[src/include/aip_map.vh]
`ifndef AIP_MAP_VH
`define AIP_MAP_VH

// Register addresses on the processor's external-data space.
`define AIP_ADDR_PTR_HIGH   16'h7FE3
`define AIP_ADDR_PTR_LOW    16'h7FE4
`define AIP_ADDR_DATA_PORT  16'h7FE5

// Reset value chosen for the pointer, which the hardware leaves undefined.
`define AIP_PTR_RESET       16'h0000

// Internal program/data RAM window that the pointer may reach.
`define AIP_RAM_BASE        16'h0000
`define AIP_RAM_LAST        16'h1FFF

// Size of one bulk endpoint buffer in bytes.
`define AIP_EP_BUF_BYTES    7'h40

// FIFO geometry for the read-data path.
`define AIP_FIFO_WIDTH      8
`define AIP_FIFO_DEPTH      16
`define AIP_FIFO_AW         4

`endif

[src/rtl/aip_fifo.v]
`timescale 1ns/1ps
`default_nettype none
module aip_fifo #(
	parameter WIDTH = 8,
	parameter DEPTH = 16,
	parameter AW    = 4
)(
	input  wire             clk,
	input  wire             arst_n,
	input  wire             in_valid,
	output wire             in_ready,
	input  wire [WIDTH-1:0] in_data,
	output wire             out_valid,
	input  wire             out_ready,
	output wire [WIDTH-1:0] out_data
);
	reg [WIDTH-1:0] mem_q [0:DEPTH-1];
	reg [AW-1:0]    wr_q;
	reg [AW-1:0]    rd_q;
	reg [AW:0]      cnt_q;
	wire            push;
	wire            pop;

	// Full and empty come straight from the occupancy count.
	assign in_ready  = (cnt_q != DEPTH[AW:0]);
	assign out_valid = (cnt_q != {(AW+1){1'b0}});
	assign out_data  = mem_q[rd_q];
	assign push      = in_valid & in_ready;
	assign pop       = out_valid & out_ready;

	// Storage is written at the write index only.
	always @(posedge clk)
	begin
		if (push)
			mem_q[wr_q] <= in_data;
	end

	// Pointers advance on each accepted transfer; the count moves only on a push or a pop alone.
	always @(posedge clk or negedge arst_n)
	begin
		if (!arst_n)
		begin
			wr_q  <= {AW{1'b0}};
			rd_q  <= {AW{1'b0}};
			cnt_q <= {(AW+1){1'b0}};
		end
		else
		begin
			if (push)
				wr_q <= wr_q + 1'b1;
			if (pop)
				rd_q <= rd_q + 1'b1;
			if (push & ~pop)
				cnt_q <= cnt_q + 1'b1;
			else if (pop & ~push)
				cnt_q <= cnt_q - 1'b1;
		end
	end
endmodule
`default_nettype wire

[src/rtl/aip_ram_port.v]
`timescale 1ns/1ps
`default_nettype none
module aip_ram_port (
	input  wire        clk,
	input  wire        arst_n,
	input  wire        go,
	input  wire        go_write,
	input  wire [15:0] go_addr,
	input  wire [7:0]  go_wdata,
	output reg         ram_en_q,
	output reg         ram_we_q,
	output reg  [15:0] ram_addr_q,
	output reg  [7:0]  ram_wdata_q,
	output reg         rd_pend_q
);
	// One-cycle RAM strobe; a read marks its data due on the next cycle.
	always @(posedge clk or negedge arst_n)
	begin
		if (!arst_n)
		begin
			ram_en_q    <= 1'b0;
			ram_we_q    <= 1'b0;
			ram_addr_q  <= 16'h0000;
			ram_wdata_q <= 8'h00;
			rd_pend_q   <= 1'b0;
		end
		else
		begin
			ram_en_q  <= go;
			ram_we_q  <= go & go_write;
			rd_pend_q <= ram_en_q & ~ram_we_q;
			if (go)
			begin
				ram_addr_q  <= go_addr;
				ram_wdata_q <= go_wdata;
			end
		end
	end
endmodule
`default_nettype wire

[src/rtl/aip_autoptr.v]
// How it works
// - Software reaches a contiguous block of internal RAM through one data port, like a FIFO.
// - Each data port access uses the 16-bit pointer formed from the high and low bytes as its RAM address.
// - After each data port read or write that reaches the RAM the pointer goes up by one; a refused or dropped access leaves it.
// - Either pointer byte may be written at any time and the next data port access uses the new value.
// - Reading a pointer byte returns the live pointer, the address of the next data port access.
// - A bulk endpoint buffer is 64 bytes, so a full packet is 64 sequential data port accesses.
// - The pointer reaches internal program/data RAM only, never off-chip memory or freed isochronous RAM.
`timescale 1ns/1ps
`default_nettype none
`include "aip_map.vh"
module aip_autoptr (
	input  wire        clk,
	input  wire        arst_n,
	input  wire        cpu_sel,
	input  wire        cpu_write,
	input  wire [15:0] cpu_addr,
	input  wire [7:0]  cpu_wdata,
	output reg  [7:0]  cpu_rdata_q,
	output reg         cpu_rvalid_q,
	output reg         cpu_busy_q,
	output wire        ram_en_q,
	output wire        ram_we_q,
	output wire [15:0] ram_addr_q,
	output wire [7:0]  ram_wdata_q,
	input  wire [7:0]  ram_rdata,
	output reg         range_err_q,
	output reg  [6:0]  burst_count_q
);
	// One-hot read sequencer states.
	localparam [2:0] ST_IDLE  = 3'b001;
	localparam [2:0] ST_WAIT  = 3'b010;
	localparam [2:0] ST_DRAIN = 3'b100;

	// Registers and their next values.
	reg  [15:0] ptr_q;
	reg  [15:0] ptr_d;
	reg  [2:0]  state_q;
	reg  [2:0]  state_d;
	reg  [7:0]  cpu_rdata_d;
	reg         cpu_rvalid_d;
	reg         cpu_busy_d;
	reg         range_err_d;
	reg  [6:0]  burst_count_d;

	// Decode and handshake nets.
	wire        hit_high;
	wire        hit_low;
	wire        hit_data;
	wire        wr_high;
	wire        wr_low;
	wire        rd_high;
	wire        rd_low;
	wire        ptr_load;
	wire        in_ram;
	wire        seq_idle;
	wire        seq_drain;
	wire        go;
	wire        go_read;
	wire        rd_pend_q;
	wire        fifo_in_ready;
	wire        fifo_out_valid;
	wire [7:0]  fifo_out_data;
	wire        fifo_pop;

	// Address match against one mapped register.
	function hit;
		input [15:0] a;
		input [15:0] reg_addr;
		begin
			hit = (a == reg_addr);
		end
	endfunction

	// Pointer with one byte replaced by a processor write.
	function [15:0] ptr_with_byte;
		input [15:0] p;
		input [7:0]  b;
		input        high;
		begin
			ptr_with_byte = high ? {b, p[7:0]} : {p[15:8], b};
		end
	endfunction

	// Pointer after one data port access; the carry runs from the low byte into the high byte.
	function [15:0] ptr_next;
		input [15:0] p;
		begin
			ptr_next = p + 16'h0001;
		end
	endfunction

	// One byte of the live pointer for readback.
	function [7:0] ptr_byte;
		input [15:0] p;
		input        high;
		begin
			ptr_byte = high ? p[15:8] : p[7:0];
		end
	endfunction

	// Whether an address lies in internal RAM, whose window starts at the bottom of the space.
	function in_window;
		input [15:0] p;
		begin
			in_window = (p <= `AIP_RAM_LAST);
		end
	endfunction

	// Next burst count, which restarts at one after a full endpoint buffer.
	function [6:0] burst_next;
		input [6:0] c;
		begin
			burst_next = (c == `AIP_EP_BUF_BYTES) ? 7'h01 : c + 7'h01;
		end
	endfunction

	// Register decode on the processor strobe.
	assign hit_high = cpu_sel & hit(cpu_addr, `AIP_ADDR_PTR_HIGH);
	assign hit_low  = cpu_sel & hit(cpu_addr, `AIP_ADDR_PTR_LOW);
	assign hit_data = cpu_sel & hit(cpu_addr, `AIP_ADDR_DATA_PORT);

	// Pointer byte accesses split by direction.
	assign wr_high  = hit_high & cpu_write;
	assign wr_low   = hit_low & cpu_write;
	assign rd_high  = hit_high & ~cpu_write;
	assign rd_low   = hit_low & ~cpu_write;
	assign ptr_load = wr_high | wr_low;

	// Only addresses inside internal RAM are allowed onto the RAM port.
	assign in_ram = in_window(ptr_q);

	// Sequencer phase decode.
	assign seq_idle  = (state_q == ST_IDLE);
	assign seq_drain = (state_q == ST_DRAIN);

	// Data port access is started only when idle and the read FIFO has room.
	// An access while a read is in flight is dropped, so the processor must watch busy.
	assign go       = hit_data & seq_idle & fifo_in_ready & in_ram;
	assign go_read  = go & ~cpu_write;
	assign fifo_pop = fifo_out_valid & seq_drain;

	// Next pointer: byte writes replace it, data port accesses advance it.
	always @*
	begin
		ptr_d = ptr_q;
		if (wr_high)
			ptr_d = ptr_with_byte(ptr_q, cpu_wdata, 1'b1);
		else if (wr_low)
			ptr_d = ptr_with_byte(ptr_q, cpu_wdata, 1'b0);
		else if (go)
			ptr_d = ptr_next(ptr_q);
	end

	// Read transactions wait for RAM data, then hand it through the FIFO.
	// Writes never leave idle, so back-to-back data writes run at one per cycle.
	always @*
	begin
		state_d = state_q;
		case (state_q)
			ST_IDLE:
				if (go_read)
					state_d = ST_WAIT;
			ST_WAIT:
				if (rd_pend_q)
					state_d = ST_DRAIN;
			ST_DRAIN:
				if (fifo_pop)
					state_d = ST_IDLE;
			default:
				state_d = ST_IDLE;
		endcase
	end

	// Read answer: pointer bytes show the live pointer, data port reads show buffered RAM data.
	// A pointer read that lands while a data read drains takes the answer slot and the data is lost.
	// The processor avoids this by waiting for busy to fall first.
	always @*
	begin
		cpu_rdata_d  = cpu_rdata_q;
		cpu_rvalid_d = 1'b0;
		if (rd_high)
		begin
			cpu_rdata_d  = ptr_byte(ptr_q, 1'b1);
			cpu_rvalid_d = 1'b1;
		end
		else if (rd_low)
		begin
			cpu_rdata_d  = ptr_byte(ptr_q, 1'b0);
			cpu_rvalid_d = 1'b1;
		end
		else if (fifo_pop)
		begin
			cpu_rdata_d  = fifo_out_data;
			cpu_rvalid_d = 1'b1;
		end
	end

	// Busy covers a read in flight; a refused access flags itself for one cycle.
	always @*
	begin
		cpu_busy_d  = (state_d != ST_IDLE);
		range_err_d = hit_data & ~in_ram;
	end

	// Counts accesses within one endpoint buffer; a pointer load restarts it.
	// The count only tracks traffic, it never blocks an access.
	always @*
	begin
		burst_count_d = burst_count_q;
		if (ptr_load)
			burst_count_d = 7'h00;
		else if (go)
			burst_count_d = burst_next(burst_count_q);
	end

	// Pointer register.
	always @(posedge clk or negedge arst_n)
	begin
		if (!arst_n)
			ptr_q <= `AIP_PTR_RESET;
		else
			ptr_q <= ptr_d;
	end

	// Sequencer state register.
	always @(posedge clk or negedge arst_n)
	begin
		if (!arst_n)
			state_q <= ST_IDLE;
		else
			state_q <= state_d;
	end

	// Processor read answer registers.
	always @(posedge clk or negedge arst_n)
	begin
		if (!arst_n)
		begin
			cpu_rdata_q  <= 8'h00;
			cpu_rvalid_q <= 1'b0;
		end
		else
		begin
			cpu_rdata_q  <= cpu_rdata_d;
			cpu_rvalid_q <= cpu_rvalid_d;
		end
	end

	// Status registers.
	always @(posedge clk or negedge arst_n)
	begin
		if (!arst_n)
		begin
			cpu_busy_q  <= 1'b0;
			range_err_q <= 1'b0;
		end
		else
		begin
			cpu_busy_q  <= cpu_busy_d;
			range_err_q <= range_err_d;
		end
	end

	// Burst counter register.
	always @(posedge clk or negedge arst_n)
	begin
		if (!arst_n)
			burst_count_q <= 7'h00;
		else
			burst_count_q <= burst_count_d;
	end

	// The RAM strobe uses the pointer value before its increment.
	// Write data and direction ride with the strobe so the RAM sees one coherent request.
	aip_ram_port u_ram (
		.clk         (clk),
		.arst_n      (arst_n),
		.go          (go),
		.go_write    (cpu_write),
		.go_addr     (ptr_q),
		.go_wdata    (cpu_wdata),
		.ram_en_q    (ram_en_q),
		.ram_we_q    (ram_we_q),
		.ram_addr_q  (ram_addr_q),
		.ram_wdata_q (ram_wdata_q),
		.rd_pend_q   (rd_pend_q)
	);

	// Read data buffer between the RAM and the processor.
	// It decouples the fixed RAM read latency from the answer slot on the processor side.
	aip_fifo #(
		.WIDTH (`AIP_FIFO_WIDTH),
		.DEPTH (`AIP_FIFO_DEPTH),
		.AW    (`AIP_FIFO_AW)
	) u_fifo (
		.clk       (clk),
		.arst_n    (arst_n),
		.in_valid  (rd_pend_q),
		.in_ready  (fifo_in_ready),
		.in_data   (ram_rdata),
		.out_valid (fifo_out_valid),
		.out_ready (seq_drain),
		.out_data  (fifo_out_data)
	);
endmodule
`default_nettype wire

[config.mk]
export PLATFORM = sky130hd
export DESIGN_NAME = aip_autoptr
export DESIGN_NICKNAME = d
export VERILOG_FILES = /design/src/rtl/aip_fifo.v /design/src/rtl/aip_ram_port.v /design/src/rtl/aip_autoptr.v
export VERILOG_INCLUDE_DIRS = /design/src /design/src/include
export SDC_FILE = /design/constraint.sdc
export NUM_CORES = 1
export LEC_CHECK = 0
export ABC_AREA = 1
export BUFFER_PORTS_ARGS = -buffer_cell sky130_fd_sc_hd__buf_4
export CORE_UTILIZATION = 60
export CTS_CLUSTER_DIAMETER = 100
export CTS_CLUSTER_SIZE = 14
export DETAILED_ROUTE_END_ITERATION = 8
export PLACE_DENSITY = 0.92
export SLEW_MARGIN = 20
export SYNTH_ARGS = -nofsm -noshare
export SYNTH_HDL_FRONTEND = slang
export SYNTH_SLANG_ARGS = --single-unit
[constraint.sdc]
create_clock -name clk -period 5.76 [get_ports clk]
set_clock_uncertainty 0.05 [all_clocks]
set_input_delay 0.288 -clock clk [delete_from_list [all_inputs] [get_ports clk]]
set_output_delay 0.288 -clock clk [all_outputs]
set_load 0.02 [all_outputs]
==> results of run 1 <==
==> cell usage after synthesis <==
cell      instances  area share
nand3_2           3      0.0031
nand3_1         131       0.067
or2_2             2      0.0013
dfstp_2           1      0.0027
o211ai_1          3      0.0023
xor2_1           15       0.013
nor3_2            1      0.0010
nand2_2           1     0.00064
a21o_1            1     0.00077
nor2b_1           1     0.00064
edfxtp_1        128        0.39
a21oi_1           8      0.0041
nand3b_1          1     0.00077
nand4_1          20       0.013
ha_1             12       0.015
o21ai_2           8      0.0072
xnor2_1           4      0.0036
nor2_4            2      0.0023
buf_4             1     0.00077
nor3_1            7      0.0036
clkbuf_1          7      0.0027
a21oi_2           8      0.0072
inv_2             6      0.0023
o22ai_1           2      0.0013
buf_1             7      0.0027
nand3_4           2      0.0036
inv_1           140       0.054
nor3b_1           1     0.00077
nor2_1           79       0.030
clkinv_1          3      0.0012
dfrtp_1          76        0.20
o21ai_0          18      0.0092
fa_1              1      0.0021
nor2_2            3      0.0019
buf_6             7      0.0081
buf_2            16      0.0082
o21ai_1          13      0.0067
nand2_1         324        0.12
==> layout make-up <==
cell class                      count  area [sq um]
Multi-Input combinational cell    671          3200
Clock buffer                       30           517
Inverter                          149           559
Fill cell                        1058          4900
Sequential cell                   205          5770
Clock inverter                      1          7.51
Timing Repair Buffer               86           656
Tap cell                          216           270
==> registers in the layout, indices dropped and copies added, names as in the netlist <==
| name | count |
|---|---|
| u_fifo.mem_q | 128 |
| ptr_q | 16 |
| u_ram.ram_addr_q | 16 |
| cpu_rdata_q | 8 |
| u_ram.ram_wdata_q | 8 |
| burst_count_q | 7 |
| u_fifo.cnt_q | 5 |
| u_fifo.rd_q | 4 |
| u_fifo.wr_q | 4 |
| state_q | 3 |
| cpu_busy_q | 1 |
| cpu_rvalid_q | 1 |
| range_err_q | 1 |
| u_ram.ram_en_q | 1 |
| u_ram.ram_we_q | 1 |
| u_ram.rd_pend_q | 1 |
==> report_power, final <==
group	total [mW]	leakage [nW]	internal [mW]	switching, mW
sequential	1.56	2.11	1.56	0.0000723
combinational	0.0665	2.61	0.0206	0.0459
clock	1.13	0.247	0.613	0.513
total	2.76	4.97	2.20	0.559
==> cells by family (layout without fill, tap and decap cells) <==
family,after synthesis,in the layout,share of synthesized area
buffers and inverters,187,266,0.0798
DFF,205,205,0.592
and+or+nand+nor,578,578,0.255
xor gates and xnor gates,19,19,0.0171
adders and majority gates,13,13,0.0175
AOI/OAI and AO/OA,61,61,0.0388
==> layer usage <==
| metal | wire length, um | vias up | GRT usage |
|---|---|---|---|
| li1 | - | 3552 | - |
| met4 | 931 | 0 | 0.140 |
| met3 | 2300 | 90 | 0.0405 |
| met1 | 8750 | 3719 | 0.377 |
| met5 | 0 | - | 0 |
| met2 | 11600 | 494 | 0.463 |
==> worst max path at each step <==
stage / start / to / slack, ns / cells after the start
floorplan: u_fifo.cnt_q[0] / u_fifo.cnt_q[4] / 3.45 / 14
global placement: u_fifo.cnt_q[0] / u_fifo.cnt_q[4] / 3.19 / 14
detailed placement: u_fifo.cnt_q[0] / u_fifo.cnt_q[3] / 3.06 / 13
CTS: u_fifo.cnt_q[0] / u_fifo.cnt_q[4] / 2.90 / 14
global route: u_fifo.cnt_q[0] / u_fifo.cnt_q[4] / 2.63 / 14
finish: u_fifo.cnt_q[0] / u_fifo.cnt_q[4] / 2.83 / 14
==> metrics by stage <==
step / power, mW / utilization / instances / area [sq um] / worst slack (ns)
after floorplan: 1.61 / - / 1063 / 9750 / 3.45
after global placement: 1.66 / 0.656 / 1323 / 10400 / 3.19
after detailed placement: 1.66 / 0.656 / 1323 / 10400 / 3.06
after CTS: 2.76 / 0.691 / 1358 / 11000 / 2.90
after global routing: 2.82 / 0.691 / 1358 / 11000 / 2.63
final: 2.76 / 0.691 / 1358 / 11000 / 2.83
==> worst min-delay path: stages <==
cell and delay (ns):
buf_4 0.09, nand2_1 0.05, o211ai_1 0.09
==> results.tsv, run 1 <==
metric	value	unit
IO Count	80	
maxcap violations	0	
initial antenna violation count	0	
post-synthesis cell area	9750	sq um
die height	129	um
kind of cell adding the most delay to the critical path	simple AND/OR/NAND/NOR gates	
CP max FO	8	
worst ir drop on vdd	0.188	mV
commonest cells after routing, fill and taps aside	nand2_1 (324), inv_1 (139), nand3_1 (131), edfxtp_1 (128), buf_4 (82)	
drt pass-1 iters	6	
Site Rows	46	
crit end category	register	
Initial DRC Count	1121	
Die X	129	um
initial core utilization	0.614	
Startpoint Class	register	
Clock Sinks	205	
die area	16800	sq um
Finish-stage setup viols	0	
vias in the first global route	7384	
CP dominant cell by count	nor2_1	
status	finished clean	
most common cell after layout, fill and taps aside	nand2_1	
Gate Count Post-Synth	1063	
post-cts resize count	0	
dpl hpwl	15000	um
Worst Hold Path Cells	3	
GPL Wtd Cong	0.844	
crit-path cells	nor2_1 -> nand4_1 -> nand2_1 -> clkinv_1 -> ha_1 -> inv_1 -> ha_1 -> a21oi_1 -> nor2_1 -> nor2_1 -> nand2_1 -> nand2_1 -> nor2_1 -> xor2_1	
share of cells above drive strength 1	0.123	
core area	15900	sq um
worst path buffer plus inverter count	2	
Rel. slew slack	0.250	
critical path class	register to register	
diode count	0	
hold_buf cts	4	
unique cell type count in the Yosys netlist	38	
Hold Path Class	primary input to register	
GR Overflow Total	0	
clock latency on the worst-skew pair	0.48	ns
synthesized net count	1112	
Via density	5.78	
Total Routing Usage GR	0.284	
Slew @ Worst Pin	1.12	ns
antenna-violating nets left	0	
largest net degree at the start of global routing	78	
RSZ-0062 raised after global routing	no	
CP max-delay cell	dfrtp_1	
worst reg2reg path depth	14	
drt wl/cell	17.4	um
LEAKAGE	4.97	nW
fmax	342	MHz
CTS root buf	clkbuf_16	
clock slew at reported path FFs	0.07	ns
setup TNS	0	ns
CTS tree	built	
Syn Area/Cell	9.17	sq um
Worst path max stage delay	0.43	ns
sequential fraction of the synthesis area	0.592	
DRC viols	0	
flops & latches, synth	205	
first-pass GRT wire length	36500	um
total setup buffers inserted after CTS	0	
Final period util	0.508	
WL final	23600	um
CTS H-tree lvls	1	
CTS Buf Count	18	
FF-to-FF End	u_fifo.cnt_q[4]	
routed vias	7855	
Ys Warns	0	
Buffers on Ports	79	
final hold vios	0	
Hold EP	ptr_q[8]	
Min-Delay Startpoint	cpu_wdata[0]	
worst reg2reg setup slack	2.83	ns
Worst EP required	6.08	ns
Final Critical Period	2.93	ns
Pwr Density	251	nW/um^2
Nets	1180	
CP arrival	3.24	ns
max-slew violation count	0	
Hold WS	0.0231	ns
P&R area growth vs syn	12.6	%
worst reg2reg path startpoint	u_fifo.cnt_q[0]	
Max clock buf depth	3	
No activity file was read; power rests on OpenSTA's default activity.
==> inputs of run 2 (changes only) <==
- clock period: 5.76 -> 3.07 ns (I/O delays scaled with it)
==> run 2 against run 1 <==
Sequential share of layout area decreased by 0.84 points; first-iteration DRC count down 11%; global-route usage increased by 0.21 points; count of clock-buffer cells in the layout unchanged; hold slack better by 0.033 ns; flip-flop and latch count did not move; design area is 1.6% higher; power increased by 87%; die area did not move; via count increased by 0.19%; clock power increased by 85%; sequential power increased by 88%; largest power group unchanged.
==> results.tsv, run 2 (same netlist as run 1, synthesis figures left out) <==
metric	value	unit	change
fmax	361	MHz	was 342 MHz
Pint	4.09	mW	was 2.20 mW
initial core utilization	0.614		unchanged
Slew @ Worst Pin	0.976	ns	was 1.12 ns
drt pass-1 iters	6		unchanged
Regs by FF count	u_fifo.mem_q: 128 flops, ptr_q: 16 flops, u_ram.ram_addr_q: 16 flops		unchanged
largest net degree at the start of global routing	78		unchanged
critical path class	register to register		unchanged
first-pass GRT wire length	37000	um	was 36500 um
Clock Sinks	205		unchanged
vias in the first global route	7431		was 7384
post-cts resize count	0		unchanged
GPL Wtd Cong	0.881		was 0.844
Finish-stage setup viols	0		unchanged
Non-Filler Instances	1379		was 1358
IO Count	80		unchanged
Seq pwr share	0.568		about the same
status	finished clean		unchanged
crit end category	register		unchanged
number of flip-flops under the largest register name	128		unchanged
final hold vios	0		unchanged
dpl hpwl	14600	um	was 15000 um
Initial DRC Count	999		was 1121
met3 wire length	2250	um	was 2300 um
Startpoint Class	register		unchanged
Final period util	0.901		was 0.508
Rel. slew slack	0.349		was 0.250
P&R area growth vs syn	14.5	%	was 12.6%
core area	15900	sq um	unchanged
initial antenna violation count	0		unchanged
Site Rows	46		unchanged
Final Critical Period	2.77	ns	was 2.93 ns
CP max FO	8		unchanged
DRC viols	0		unchanged
Placed Cells	1330		was 1323
Die X	129	um	unchanged
Buffers on Ports	79		unchanged
share of cells above drive strength 1	0.126		was 0.123
worst ir drop on vdd	0.449	mV	was 0.188 mV
Most flops, register	u_fifo.mem_q		unchanged
Worst EP required	3.42	ns	was 6.08 ns
most common cell after layout, fill and taps aside	nand2_1		unchanged
routed vias	7870		was 7855
max-slew violation count	0		unchanged
commonest cells after routing, fill and taps aside	nand2_1 (324), inv_1 (140), nand3_1 (131), edfxtp_1 (128), buf_4 (89)		was nand2_1 (324), inv_1 (139), nand3_1 (131), edfxtp_1 (128), buf_4 (82)
GR Overflow Total	0		unchanged
hold_buf cts	17		was 4
Nets	1200		was 1180
Pwr Density	463	nW/um^2	was 251 nW/um^2
die height	129	um	unchanged
total setup buffers inserted after CTS	0		unchanged
antenna-violating nets left	0		unchanged
Hold Path Class	primary input to register		unchanged
RSZ-0062 raised after global routing	no		unchanged
Max Used Layer	met4		unchanged
setup TNS	0	ns	unchanged
clock slew at reported path FFs	0.07	ns	about the same
die area	16800	sq um	unchanged
LEAKAGE	5.06	nW	was 4.97 nW
Via density	5.71		was 5.78
CTS H-tree lvls	1		unchanged
CTS root buf	clkbuf_16		unchanged
CP arrival	3.12	ns	was 3.24 ns
Logic pwr share	0.027		was 0.024
CTS Buf Count	18		unchanged
clock latency on the worst-skew pair	0.49	ns	was 0.48 ns
sequential cell area	5770	sq um	unchanged
Layout fillers	1052		was 1058
P_sw	1.07	mW	was 0.559 mW
WL final	23800	um	was 23600 um
clock share of power	0.405		was 0.408
diode count	0		unchanged
Total Routing Usage GR	0.286		was 0.284
Max clock buf depth	3		unchanged
CTS tree	built		unchanged
wire length on met2	12000	um	was 11600 um
M1 wire length	8900	um	was 8750 um
drt wl/cell	17.2	um	was 17.4 um
net switching fraction of the power	0.207		was 0.203
area of the multi-input gates	3200	sq um	unchanged
maxcap violations	0		unchanged
[run 2: power by group through the flow]
stage / logic [mW] / registers (mW) / clock network (mW)
6_report: 0.137 / 2.93 / 2.09
5_1_grt: 0.149 / 2.93 / 2.21
4_1_cts: 0.136 / 2.93 / 2.09
3_5_place_dp: 0.118 / 2.99 / 0
3_3_place_gp: 0.115 / 2.99 / 0
2_1_floorplan: 0.0238 / 2.99 / 0
[run 2: worst paths after layout]
kind | startpoint | to | slack, ns | cells past startpoint
hold / removal | cpu_addr[4] | range_err_q | 0.06 | 6
max in group asynchronous | arst_n | u_fifo.rd_q[0] | 1.96 | 2
setup / recovery | u_fifo.cnt_q[0] | u_fifo.cnt_q[3] | 0.30 | 13
setup reg to reg | u_fifo.cnt_q[0] | u_fifo.cnt_q[3] | 0.30 | 13
min in group asynchronous | arst_n | cpu_rdata_q[2] | 0.32 | 2
hold reg to reg | u_ram.ram_we_q | u_ram.rd_pend_q | 0.42 | 1
[run 2: through the flow]
stage	hold slack, ns	total power [mW]	setup WS, ns	utilization	area [sq um]
floorplan	-0.192	3.02	0.762	-	9750
global placement	0.309	3.11	0.532	0.659	10500
detailed placement	0.315	3.11	0.427	0.659	10500
CTS	0.0508	5.16	0.395	0.703	11200
global route	0.0930	5.29	0.0219	0.703	11200
finish	0.0558	5.17	0.303	0.703	11200
[run 2: cell type report]
type	instances	share of cell area
clock buffer	30	0.0444
clock inverter	2	0.00213
inverter	149	0.0501
multi-input combinational	671	0.287
sequential	205	0.517
tap	216	0.0242
timing repair buffer	106	0.0751
[run 2: critical path: stages, from the launching register on]
cell and delay, ns:
dfrtp_1 0.44, nor2_1 0.20, nand4_1 0.18, nand2_1 0.15, clkinv_1 0.20, ha_1 0.28, inv_1 0.15, ha_1 0.25
a21o_1 0.17, a21oi_1 0.17, inv_1 0.08, o21ai_0 0.17, a21oi_1 0.07, a21oi_1 0.12
[run 2: per-layer routing]
metal,up-vias,global-route usage
met5,-,0
met4,0,0.118
met3,68,0.0446
met2,509,0.485
met1,3691,0.370
li1,3602,-
